[src/rtl/asqp_pkg.sv]
/*
 * Constants of the cell queue packer: register offsets, field positions,
 * reset values and cell geometry.
 * Assumes a 32-bit classic Wishbone register bus with byte addresses.
 */
package asqp_pkg;
   // Register byte offsets
   localparam logic [7:0] PCR_OFF = 8'h00;   // port_control_register
   localparam logic [7:0] CDR_OFF = 8'h14;   // clock_detect_register
   localparam logic [7:0] EER_OFF = 8'h18;   // error_enable_register
   localparam logic [7:0] EPR_OFF = 8'h1C;   // error_pending_register
   localparam logic [7:0] RXQ_OFF = 8'h40;   // receive queue data port
   localparam logic [7:0] TXQ_OFF = 8'h44;   // transmit queue data port

   // port_control_register fields
   localparam int PCR_ORDER_BIT  = 31;
   localparam int PCR_TX_UDC_LSB = 18;
   localparam int PCR_TX_EN_BIT  = 16;
   localparam int PCR_RX_UDC_LSB = 2;
   localparam int PCR_RX_EN_BIT  = 0;

   // clock_detect_register fields, section 0 receive, 1 transmit
   localparam int CDR_RX_LSB = 0;
   localparam int CDR_TX_LSB = 8;
   localparam logic [7:0] CDR_RESET = 8'h20;

   // Pending and enable bit positions
   localparam int EP_FAIL_LSB = 0;   // rx_clock_failed_flag, tx_clock_failed_flag
   localparam int EP_PRES_LSB = 2;   // rx_clock_present_flag, tx_clock_present_flag
   localparam int EP_RX_STALL = 4;   // rx_queue_stall_flag
   localparam int EP_TX_STALL = 5;   // tx_queue_stall_flag

   // Cell geometry
   localparam logic [3:0] MAX_UDB    = 4'hB;   // largest user byte count
   localparam logic [6:0] LAST_CORE  = 7'h34;  // header 1..4, check byte, 48 payload
   localparam logic [4:0] CORE_WORDS = 5'h0D;  // header word plus 12 payload words
   localparam logic [5:0] Q_DEPTH    = 6'h20;  // words per queue
endpackage : asqp_pkg

[src/rtl/asqp_map_if.sv]
/*
 * Carrier between the queue top and its lane mapper.
 * Assumes the mapper is purely combinational.
 */
`timescale 1ns/1ps
`default_nettype none
interface asqp_map_if;
   logic [3:0] user_count;
   logic       big_endian;
   logic [6:0] link_index;
   logic [1:0] lane;
   logic       word_done;
   logic       cell_done;
   logic [4:0] cell_words;
   modport user   (output user_count, big_endian, link_index, input lane, word_done, cell_done, cell_words);
   modport mapper (input user_count, big_endian, link_index, output lane, word_done, cell_done, cell_words);
endinterface : asqp_map_if
`default_nettype wire

[src/rtl/asqp_lane_map.sv]
/*
 * Maps a link byte index of a cell to its queue word lane.
 * Assumes the caller keeps the index below the cell length.
 */
`timescale 1ns/1ps
`default_nettype none
module asqp_lane_map (
   asqp_map_if.mapper m
);
   logic [3:0] n;
   logic [1:0] pad;
   logic [6:0] k;
   logic [1:0] pos;

   // Dummy bytes lead the stream so payload lands word aligned
   always_comb begin
      n   = (m.user_count > asqp_pkg::MAX_UDB) ? asqp_pkg::MAX_UDB : m.user_count;
      pad = ~n[1:0];
      k   = m.link_index + {5'h00, pad};
      pos = k[1:0];
      m.lane       = m.big_endian ? ~pos : pos;
      m.word_done  = (pos == 2'h3);
      m.cell_done  = (m.link_index == ({3'h0, n} + asqp_pkg::LAST_CORE));
      m.cell_words = 5'(({1'b0, n} + 5'h04) >> 2) + asqp_pkg::CORE_WORDS;
   end
endmodule : asqp_lane_map
`default_nettype wire

[src/rtl/asqp_top.sv]
/*
 * Cell queues of a byte-wide cell slave: word packing, clock loss
 * detection, queue stalls and the error pending logic.
 * Assumes a classic Wishbone master on clk_in and link clocks from the
 * far master, sampled here through two flip-flops.
 */
`timescale 1ns/1ps
`default_nettype none
// Summary of operation
// - Registers and queues run on peripheral clock
// - Programmable per-section clock loss counts
// - Lost link clock resets its section
// - Clock loss sets matching failed flag
// - Interrupt when pending flag and enable set
// - Detected clock sets present flag after reset or loss
// - Full transmit queue holds writes, never overwrites
// - Transmit stall flag while write held off
// - Empty receive queue holds reads
// - Receive stall flag until held read completes
// - Byte order select picks lane order
// - Dummy bytes never cross the link
// - Little endian, no user bytes layout
// - Big endian, no user bytes layout
// - Big endian, one user byte layout
// - Little endian, seven user bytes layout
// - Little endian, eleven user bytes layout
// - Big endian, eleven user bytes layout
// - Disabling section idles it, keeps registers
module asqp_top (
   input  wire logic        clk_in,
   input  wire logic        srst_in,
   input  wire logic        wb_cyc_in,
   input  wire logic        wb_stb_in,
   input  wire logic        wb_we_in,
   input  wire logic [7:0]  wb_adr_in,
   input  wire logic [3:0]  wb_sel_in,
   input  wire logic [31:0] wb_dat_in,
   output logic      [31:0] wb_dat_out,
   output logic             wb_ack_out,
   output logic             error_interrupt_out,
   input  wire logic        tx_link_clock_in,
   input  wire logic        tx_link_enable_n_in,
   output logic      [7:0]  tx_link_data_out,
   output logic             tx_link_soc_out,
   output logic             tx_link_valid_out,
   input  wire logic        rx_link_clock_in,
   input  wire logic        rx_link_enable_n_in,
   input  wire logic        rx_link_soc_in,
   input  wire logic [7:0]  rx_link_data_in,
   output logic             tx_queue_ready_event_out,
   output logic             rx_queue_ready_event_out
);
   // Pin vector positions
   localparam int P_RX_CLK = 12;
   localparam int P_RX_EN  = 11;
   localparam int P_RX_SOC = 10;
   localparam int P_RX_DAT = 2;
   localparam int P_TX_CLK = 1;
   localparam int P_TX_EN  = 0;

   typedef struct packed {
      logic                ack;
      logic [31:0]         rdata;
      logic                irq;
      logic                byte_order;
      logic [1:0]          sec_en;       // 0 receive, 1 transmit
      logic [1:0][3:0]     udc;
      logic [1:0][7:0]     lim;
      logic [5:0]          ena;
      logic [5:0]          pend;
      logic [12:0]         meta;
      logic [12:0]         sync;
      logic [1:0]          clk_prev;
      logic [1:0]          clk_ok;
      logic [1:0][7:0]     idle;
      logic [31:0][31:0]   txq;
      logic [31:0][31:0]   rxq;
      logic [5:0]          tx_wp;
      logic [5:0]          tx_rp;
      logic [5:0]          rx_wp;
      logic [5:0]          rx_rp;
      logic                tx_busy;
      logic                rx_busy;
      logic [6:0]          tx_j;
      logic [6:0]          rx_j;
      logic [31:0]         rx_asm;
      logic [7:0]          tx_data;
      logic                tx_soc;
      logic                tx_valid;
      logic                tx_ev;
      logic                rx_ev;
   } asqp_state_t;

   asqp_state_t st_reg;
   asqp_state_t st_next;
   logic [1:0]  fail;
   logic [1:0]  clk_now;
   logic [5:0]  tx_cnt;
   logic [5:0]  rx_cnt;
   logic [31:0] pcr_val;
   logic [31:0] wmask;
   logic [31:0] wval;
   logic        req;
   logic [31:0] head;

   asqp_map_if tx_map ();
   asqp_map_if rx_map ();

   asqp_lane_map u_tx_map (
      .m (tx_map)
   );
   asqp_lane_map u_rx_map (
      .m (rx_map)
   );

   // Mapper inputs; receive restarts its index on a start-of-cell byte
   assign tx_map.user_count = st_reg.udc[1];
   assign tx_map.big_endian = st_reg.byte_order;
   assign tx_map.link_index = st_reg.tx_j;
   assign rx_map.user_count = st_reg.udc[0];
   assign rx_map.big_endian = st_reg.byte_order;
   assign rx_map.link_index = st_reg.sync[P_RX_SOC] ? 7'h00 : st_reg.rx_j;

   // Queue fill levels and current register images
   assign tx_cnt  = st_reg.tx_wp - st_reg.tx_rp;
   assign rx_cnt  = st_reg.rx_wp - st_reg.rx_rp;
   assign head    = st_reg.txq[st_reg.tx_rp[4:0]];
   assign clk_now = {st_reg.sync[P_TX_CLK], st_reg.sync[P_RX_CLK]};
   assign req     = wb_cyc_in & wb_stb_in & ~st_reg.ack;
   assign wmask   = {{8{wb_sel_in[3]}}, {8{wb_sel_in[2]}}, {8{wb_sel_in[1]}}, {8{wb_sel_in[0]}}};

   always_comb begin
      pcr_val = 32'h0000_0000;
      pcr_val[asqp_pkg::PCR_ORDER_BIT] = st_reg.byte_order;
      pcr_val[asqp_pkg::PCR_TX_UDC_LSB +: 4] = st_reg.udc[1];
      pcr_val[asqp_pkg::PCR_TX_EN_BIT] = st_reg.sec_en[1];
      pcr_val[asqp_pkg::PCR_RX_UDC_LSB +: 4] = st_reg.udc[0];
      pcr_val[asqp_pkg::PCR_RX_EN_BIT] = st_reg.sec_en[0];
   end

   // Next state: bus slave, clock watch, link engines, section resets
   always_comb begin
      st_next = st_reg;
      fail    = 2'h0;
      wval    = 32'h0000_0000;
      st_next.ack  = 1'b0;
      st_next.meta = {rx_link_clock_in, rx_link_enable_n_in, rx_link_soc_in, rx_link_data_in,
                      tx_link_clock_in, tx_link_enable_n_in};
      st_next.sync = st_reg.meta;
      st_next.pend[asqp_pkg::EP_TX_STALL] = 1'b0;
      st_next.pend[asqp_pkg::EP_RX_STALL] = 1'b0;
      st_next.irq = |(st_reg.pend & st_reg.ena);
      // Bus slave; unmapped offsets answer with zero
      if (req) begin
         unique case (wb_adr_in)
            asqp_pkg::PCR_OFF: begin
               st_next.ack   = 1'b1;
               st_next.rdata = pcr_val;
               wval = (pcr_val & ~wmask) | (wb_dat_in & wmask);
               if (wb_we_in) begin
                  st_next.byte_order = wval[asqp_pkg::PCR_ORDER_BIT];
                  st_next.udc[1]     = wval[asqp_pkg::PCR_TX_UDC_LSB +: 4];
                  st_next.sec_en[1]  = wval[asqp_pkg::PCR_TX_EN_BIT];
                  st_next.udc[0]     = wval[asqp_pkg::PCR_RX_UDC_LSB +: 4];
                  st_next.sec_en[0]  = wval[asqp_pkg::PCR_RX_EN_BIT];
               end
            end
            asqp_pkg::CDR_OFF: begin
               st_next.ack   = 1'b1;
               st_next.rdata = {16'h0000, st_reg.lim[1], st_reg.lim[0]};
               wval = (st_next.rdata & ~wmask) | (wb_dat_in & wmask);
               if (wb_we_in) begin
                  st_next.lim[0] = wval[asqp_pkg::CDR_RX_LSB +: 8];
                  st_next.lim[1] = wval[asqp_pkg::CDR_TX_LSB +: 8];
               end
            end
            asqp_pkg::EER_OFF: begin
               st_next.ack   = 1'b1;
               st_next.rdata = {26'h0000000, st_reg.ena};
               if (wb_we_in && wb_sel_in[0]) begin
                  st_next.ena = wb_dat_in[5:0];
               end
            end
            asqp_pkg::EPR_OFF: begin
               st_next.ack   = 1'b1;
               st_next.rdata = {26'h0000000, st_reg.pend};
               // Write one clears the clock flags; stall flags are read only
               if (wb_we_in && wb_sel_in[0]) begin
                  st_next.pend[3:0] = st_reg.pend[3:0] & ~wb_dat_in[3:0];
               end
            end
            asqp_pkg::TXQ_OFF: begin
               st_next.rdata = 32'h0000_0000;
               if (!wb_we_in) begin
                  st_next.ack = 1'b1;
               end else if (tx_cnt == asqp_pkg::Q_DEPTH) begin
                  st_next.pend[asqp_pkg::EP_TX_STALL] = 1'b1;
               end else begin
                  st_next.ack = 1'b1;
                  st_next.txq[st_reg.tx_wp[4:0]] = wb_dat_in;
                  st_next.tx_wp = st_reg.tx_wp + 6'h01;
               end
            end
            asqp_pkg::RXQ_OFF: begin
               if (wb_we_in) begin
                  st_next.ack = 1'b1;
               end else if (rx_cnt == 6'h00) begin
                  st_next.pend[asqp_pkg::EP_RX_STALL] = 1'b1;
               end else begin
                  st_next.ack   = 1'b1;
                  st_next.rdata = st_reg.rxq[st_reg.rx_rp[4:0]];
                  st_next.rx_rp = st_reg.rx_rp + 6'h01;
               end
            end
            default: begin
               st_next.ack   = 1'b1;
               st_next.rdata = 32'h0000_0000;
            end
         endcase
      end
      // Clock watch per section; a set beats a same-cycle clear
      for (int i = 0; i < 2; i++) begin
         st_next.clk_prev[i] = clk_now[i];
         if (clk_now[i] != st_reg.clk_prev[i]) begin
            st_next.idle[i] = 8'h00;
            if (!st_reg.clk_ok[i]) begin
               st_next.clk_ok[i] = 1'b1;
               st_next.pend[asqp_pkg::EP_PRES_LSB + i] = 1'b1;
            end
         end else begin
            if (st_reg.idle[i] != 8'hFF) begin
               st_next.idle[i] = st_reg.idle[i] + 8'h01;
            end
            if (st_reg.clk_ok[i] && st_reg.lim[i] != 8'h00 && st_reg.idle[i] >= st_reg.lim[i]) begin
               fail[i] = 1'b1;
               st_next.clk_ok[i] = 1'b0;
               st_next.pend[asqp_pkg::EP_FAIL_LSB + i] = 1'b1;
               st_next.sec_en[i] = 1'b0;
               st_next.udc[i]    = 4'h0;
            end
         end
      end
      // Transmit engine: one byte per link clock rise while asked for
      if (clk_now[1] && !st_reg.clk_prev[1] && st_reg.sec_en[1]) begin
         st_next.tx_valid = 1'b0;
         if (!st_reg.sync[P_TX_EN] && (st_reg.tx_busy || {1'b0, tx_cnt} >= {2'b00, tx_map.cell_words})) begin
            st_next.tx_data  = head[{tx_map.lane, 3'h0} +: 8];
            st_next.tx_soc   = (st_reg.tx_j == 7'h00);
            st_next.tx_valid = 1'b1;
            st_next.tx_busy  = ~tx_map.cell_done;
            st_next.tx_j     = tx_map.cell_done ? 7'h00 : st_reg.tx_j + 7'h01;
            if (tx_map.word_done) begin
               st_next.tx_rp = st_reg.tx_rp + 6'h01;
            end
         end
      end
      // Receive engine: bytes land in their lane, pads stay zero
      if (clk_now[0] && !st_reg.clk_prev[0] && st_reg.sec_en[0] && !st_reg.sync[P_RX_EN] &&
          (st_reg.rx_busy || st_reg.sync[P_RX_SOC])) begin
         st_next.rx_asm = (rx_map.link_index == 7'h00) ? 32'h0000_0000 : st_reg.rx_asm;
         st_next.rx_asm[{rx_map.lane, 3'h0} +: 8] = st_reg.sync[P_RX_DAT +: 8];
         st_next.rx_busy = ~rx_map.cell_done;
         st_next.rx_j    = rx_map.cell_done ? 7'h00 : rx_map.link_index + 7'h01;
         // Overflow drops the word rather than overwrite queued data
         if (rx_map.word_done && rx_cnt != asqp_pkg::Q_DEPTH) begin
            st_next.rxq[st_reg.rx_wp[4:0]] = st_next.rx_asm;
            st_next.rx_wp = st_reg.rx_wp + 6'h01;
         end
      end
      // Section idle on clock loss or while disabled; clock loss also clears its enable and user count
      if (fail[1] || !st_reg.sec_en[1]) begin
         st_next.tx_wp    = 6'h00;
         st_next.tx_rp    = 6'h00;
         st_next.tx_busy  = 1'b0;
         st_next.tx_j     = 7'h00;
         st_next.tx_valid = 1'b0;
         st_next.tx_soc   = 1'b0;
      end
      if (fail[0] || !st_reg.sec_en[0]) begin
         st_next.rx_wp   = 6'h00;
         st_next.rx_rp   = 6'h00;
         st_next.rx_busy = 1'b0;
         st_next.rx_j    = 7'h00;
      end
      // Ready events tell the servicing agent a whole cell fits or waits
      st_next.tx_ev = st_reg.sec_en[1] && ({1'b0, asqp_pkg::Q_DEPTH - tx_cnt} >= {2'b00, tx_map.cell_words});
      st_next.rx_ev = st_reg.sec_en[0] && ({1'b0, rx_cnt} >= {2'b00, rx_map.cell_words});
   end

   // Everything on the peripheral clock, synchronous reset
   always_ff @(posedge clk_in) begin
      if (srst_in) begin
         st_reg     <= '0;
         st_reg.lim <= {asqp_pkg::CDR_RESET, asqp_pkg::CDR_RESET};
      end else begin
         st_reg <= st_next;
      end
   end

   assign wb_dat_out               = st_reg.rdata;
   assign wb_ack_out               = st_reg.ack;
   assign error_interrupt_out      = st_reg.irq;
   assign tx_link_data_out         = st_reg.tx_data;
   assign tx_link_soc_out          = st_reg.tx_soc;
   assign tx_link_valid_out        = st_reg.tx_valid;
   assign tx_queue_ready_event_out = st_reg.tx_ev;
   assign rx_queue_ready_event_out = st_reg.rx_ev;
endmodule : asqp_top
`default_nettype wire

[config.mk]
export PLATFORM = sky130hd
export DESIGN_NAME = asqp_top
export DESIGN_NICKNAME = d
export VERILOG_FILES = /design/src/rtl/asqp_pkg.sv /design/src/rtl/asqp_map_if.sv /design/src/rtl/asqp_lane_map.sv /design/src/rtl/asqp_top.sv
export SDC_FILE = /design/constraint.sdc
export NUM_CORES = 2
export LEC_CHECK = 0
export BUFFER_PORTS_ARGS = -buffer_cell sky130_fd_sc_hd__buf_2
export CAP_MARGIN = 20
export CORE_AREA = 2 2 349 489
export CTS_CLUSTER_SIZE = 40
export DETAILED_ROUTE_END_ITERATION = 8
export DIE_AREA = 0 0 351 491
export PLACE_DENSITY = 0.82
export SLEW_MARGIN = 40
export SYNTH_ARGS = -nofsm -noshare
export SYNTH_HDL_FRONTEND = slang
export SYNTH_SLANG_ARGS = --single-unit
[constraint.sdc]
create_clock -name clk_in -period 13.5 [get_ports clk_in]
set_input_delay 0.675 -clock clk_in [delete_from_list [all_inputs] [get_ports clk_in]]
set_output_delay 0.675 -clock clk_in [all_outputs]
set_load 0.005 [all_outputs]
==> flow_summary.ini <==
[yosys]
synth_commonest_cells = sky130_fd_sc_hd__dfxtp_1 (2251), sky130_fd_sc_hd__nand2_1 (2193), sky130_fd_sc_hd__o21ai_0 (1105), sky130_fd_sc_hd__nand3b_1 (1033), sky130_fd_sc_hd__a21oi_1 (905)
synthesis.yosys.warnings = 0
postSynth.topFlopCell = sky130_fd_sc_hd__dfxtp_1
syn-cell-area_mm2 = 0.100
share_of_synthesized_area_occupied_by_flip_flops_and_latches_pct = 45.0
synthDominantAreaCellType = sky130_fd_sc_hd__dfxtp_1
postSynthCellCount = 10700
synthMostInstantiatedCell = sky130_fd_sc_hd__dfxtp_1
yosys_register_bits = 2251
yosys-top-cells-area = sky130_fd_sc_hd__dfxtp_1 (45%), sky130_fd_sc_hd__mux4_2 (10%), sky130_fd_sc_hd__nand2_1 (8.2%)
post_synth_edffs = 0
syn_area_per_cell_um2 = 9.36
synth_cell_type_count = 86
mappedNetlistNets = 10800
synth_top_cell_area_share_pct = 45.0
async_reset_ff_share_pct = 0

[place]
dp_area_mm2 = 0.101
placement.io_buffers = 107
gp_congestion = 0.949
total_half_perimeter_wirelength_after_legalization_and_detailed_placement_um = 179000
post-place-ws_ns = 8.85

[detailed_routing]
post_drt_via_cell_ratio = 6.69
routed_wl_um = 311000
drt_iter0_markers = 11700
wire_per_inst_um = 24.9
detail_route.drc_violations = 3
drt_pass1_iterations = 9
via_count = 83400
ant_nets = 0

[worst_setup_path]
cp_data_required_time_ns = 14.25
cp_max_fo = 48
crit_path_max_incr_delay_ns = 0.83
worstSetupEndpoint = st_reg[572]$_SDFFE_PP0P_
critical_path_class = reg2reg
timing.critical_path.to_type = flip-flop
number_of_gates_on_the_worst_path_with_buffers_counted = 9
path_cells = clkinv_2, ha_1, or3_1, a211o_4, buf_12, o2111ai_4, buf_4, nand3b_1, o21ai_0
critPathLaunchType = flip-flop
regToRegEndpoint = st_reg[572]$_SDFFE_PP0P_
worstPathArrival_ns = 5.90
path_delay_family = buffers and inverters
regToRegSetupSlack_ns = 8.35
timing.critical_path.slowest_stage_cell = sky130_fd_sc_hd__clkinv_2
r2r-start = st_reg[63]$_SDFFE_PP0P_
depth_of_the_worst_register_to_register_path = 9
worst-path-buf-inv = 3
critical_path_startpoint = st_reg[63]$_SDFFE_PP0P_

[timing]
setup_tns_ns = 0
final-setup-viol-count = 0
timing_hold_violations_final = 0
timing.clock.skew_ns = 0.0627
worstMarginPinSlew_ns = 1.04
final-max-slew-violation-count = 0
final_min_period_over_clock_period_pct = 38.2
maxClockFrequency_mhz = 194
slew_headroom_pct = 30.2
final_period_minus_worst_setup_slack_ns = 5.15
unrepaired_setup_endpoints_after_global_routing = no
fin_ws_ns = 8.35

[floorplan]
io-pin-count = 108
initial_utilization_pct = 59.7
die-area_mm2 = 0.172
core_mm2 = 0.168
core.rowCount = 178
die_h_um = 491
chipWidth_um = 351

[clocking]
clock_tree.htree_level_count = 4
cts_tree = built
clock_latency_ns = 0.88
clock_buffers_created_by_tritoncts = 203
buffer_type_at_the_clock_tree_root = sky130_fd_sc_hd__clkbuf_16
cts.repair_timing.setup_buffer_count = 0
clock_tree.buffer_depth = 3
clock-sinks = 2251
path_clk_slew_ns = 0.07
cts.repair.resized = 0

[cells_and_area]
postLayoutCellArea_mm2 = 0.108
max_reg_flops = 2156
final_net_count = 10200
final_layout_size_suffix_gt1_share_pct = 14.6
layout-area-overhead-vs-synth_pct = 8.19

[min_path]
timing.hold.worst.class = in2reg

[global_route]
grt_start_max_net_pins = 188
track_usage_pct = 35.0
number_of_antenna_violations_at_the_first_check_in_global_routing = 17
first_global_vias = 81700
grt_pass1_wl_um = 471000
globalRoute.totalOverflow = 0

[outcome]
status = finished with violations
violations = DRC

[power]
power-per-cell-area_mw_per_mm2 = 121
leakagePower_nw = 33.4
vdd_drop_max_mv = 0.164

[run]
max-cap-violations = 0
-- timing repair --
item,in CTS,in global routing
hold buffers,4,0
endpoints found under the hold margin,4,0
endpoints found under the setup margin,0,0
-- power by group --
group | total (W) | internal (W) | switching, W | leakage (nW)
combinational | 0.000281 | 0.0000786 | 0.000202 | 11.8
clock | 0.00612 | 0.00345 | 0.00267 | 3.46
sequential | 0.00665 | 0.00664 | 0.00000832 | 18.1
total | 0.0131 | 0.0102 | 0.00288 | 33.4
-- layout by cell type, fill, tap and decap left out, drive strengths merged, types with 21 or more instances in the layout --
cell type / Yosys / layout
and3: 38 / 38
o21ai: 1121 / 1121
nand3: 27 / 27
clkbuf: 745 / 290
a22oi: 74 / 74
clkinv: 1 / 52
a32oi: 32 / 32
o2111ai: 66 / 66
nor2b: 43 / 43
a31oi: 35 / 35
o22ai: 80 / 80
a21oi: 1095 / 1095
nor2: 155 / 155
a2111oi: 30 / 30
inv: 54 / 59
nand3b: 1033 / 1033
bufinv: 0 / 21
nand2: 2193 / 2193
mux2i: 311 / 311
nor3: 76 / 76
ha: 66 / 66
buf: 425 / 299
mux4: 464 / 464
dfxtp: 2251 / 2251
or2: 35 / 35
-- worst register-to-register path, stage by stage, from the launching register on --
cell and delay (ns):
sky130_fd_sc_hd__dfxtp_1 0.79, sky130_fd_sc_hd__clkinv_2 0.84, sky130_fd_sc_hd__ha_1 0.64, sky130_fd_sc_hd__or3_1 0.44, sky130_fd_sc_hd__a211o_4 0.51, sky130_fd_sc_hd__buf_12 0.28
sky130_fd_sc_hd__o2111ai_4 0.53, sky130_fd_sc_hd__buf_4 0.68, sky130_fd_sc_hd__nand3b_1 0.21, sky130_fd_sc_hd__o21ai_0 0.13
-- per-layer routing --
layer / vias to the layer above / global-route usage [%] / wire, um
li1: 36200 / - / -
met1: 40500 / 39.8 / 107000
met2: 5246 / 55.7 / 142000
met3: 1385 / 9.02 / 35000
met4: 10 / 27.6 / 26100
met5: - / 0 / 175
-- how the worst min path moves through the flow --
stage | startpoint | to | slack, ns | depth (start not counted)
3_3_place_gp | st_next[2158]$_SDFF_PP0_ | st_reg[2158]$_SDFF_PP0_ | 0.42 | 1
6_report | tx_link_clock_in | st_next[2153]$_SDFF_PP0_ | 0.03 | 2
4_1_cts | tx_link_clock_in | st_next[2153]$_SDFF_PP0_ | 0.0007 | 2
3_5_place_dp | st_next[2162]$_SDFF_PP0_ | st_reg[2162]$_SDFF_PP0_ | 0.44 | 1
2_1_floorplan | st_next[2164]$_SDFF_PP0_ | clk_now[0]$_SDFF_PP0_ | 0.41 | 1
5_1_grt | rx_link_data_in[0] | st_next[2154]$_SDFF_PP0_ | 0.03 | 2
-- metrics by stage --
step	hold slack, ns	power, W	utilization [%]	cells
floorplan	0.414	0.00700	-	10700
global placement	0.417	0.00705	59.6	12000
detailed placement	0.435	0.00706	60.0	12100
CTS	0.000662	0.0131	64.3	12400
global route	0.0343	0.0133	64.5	12500
finish	0.0346	0.0131	64.6	12500
-- logic make-up after synthesis --
family | share of synthesized area [%]
and+or+nand+nor | 18.4
AOI/OAI and AO/OA | 16.0
DFF | 45.0
buffers and inverters | 5.82
muxes | 13.6
adders and majority gates | 0.865
xor gates and xnor gates | 0.310
-- final cells by class --
class / instances / area [um2]
fillers: 12600 / 59400
inverters: 55 / 211
multi-input cells: 7219 / 50300
well taps: 2250 / 2820
clock inverters: 90 / 1240
repair buffers: 304 / 2750
flip-flops and latches: 2251 / 45100
diodes: 9 / 22.5
clock buffers: 289 / 5860
Note: power is estimated with default switching activity, not from simulation.
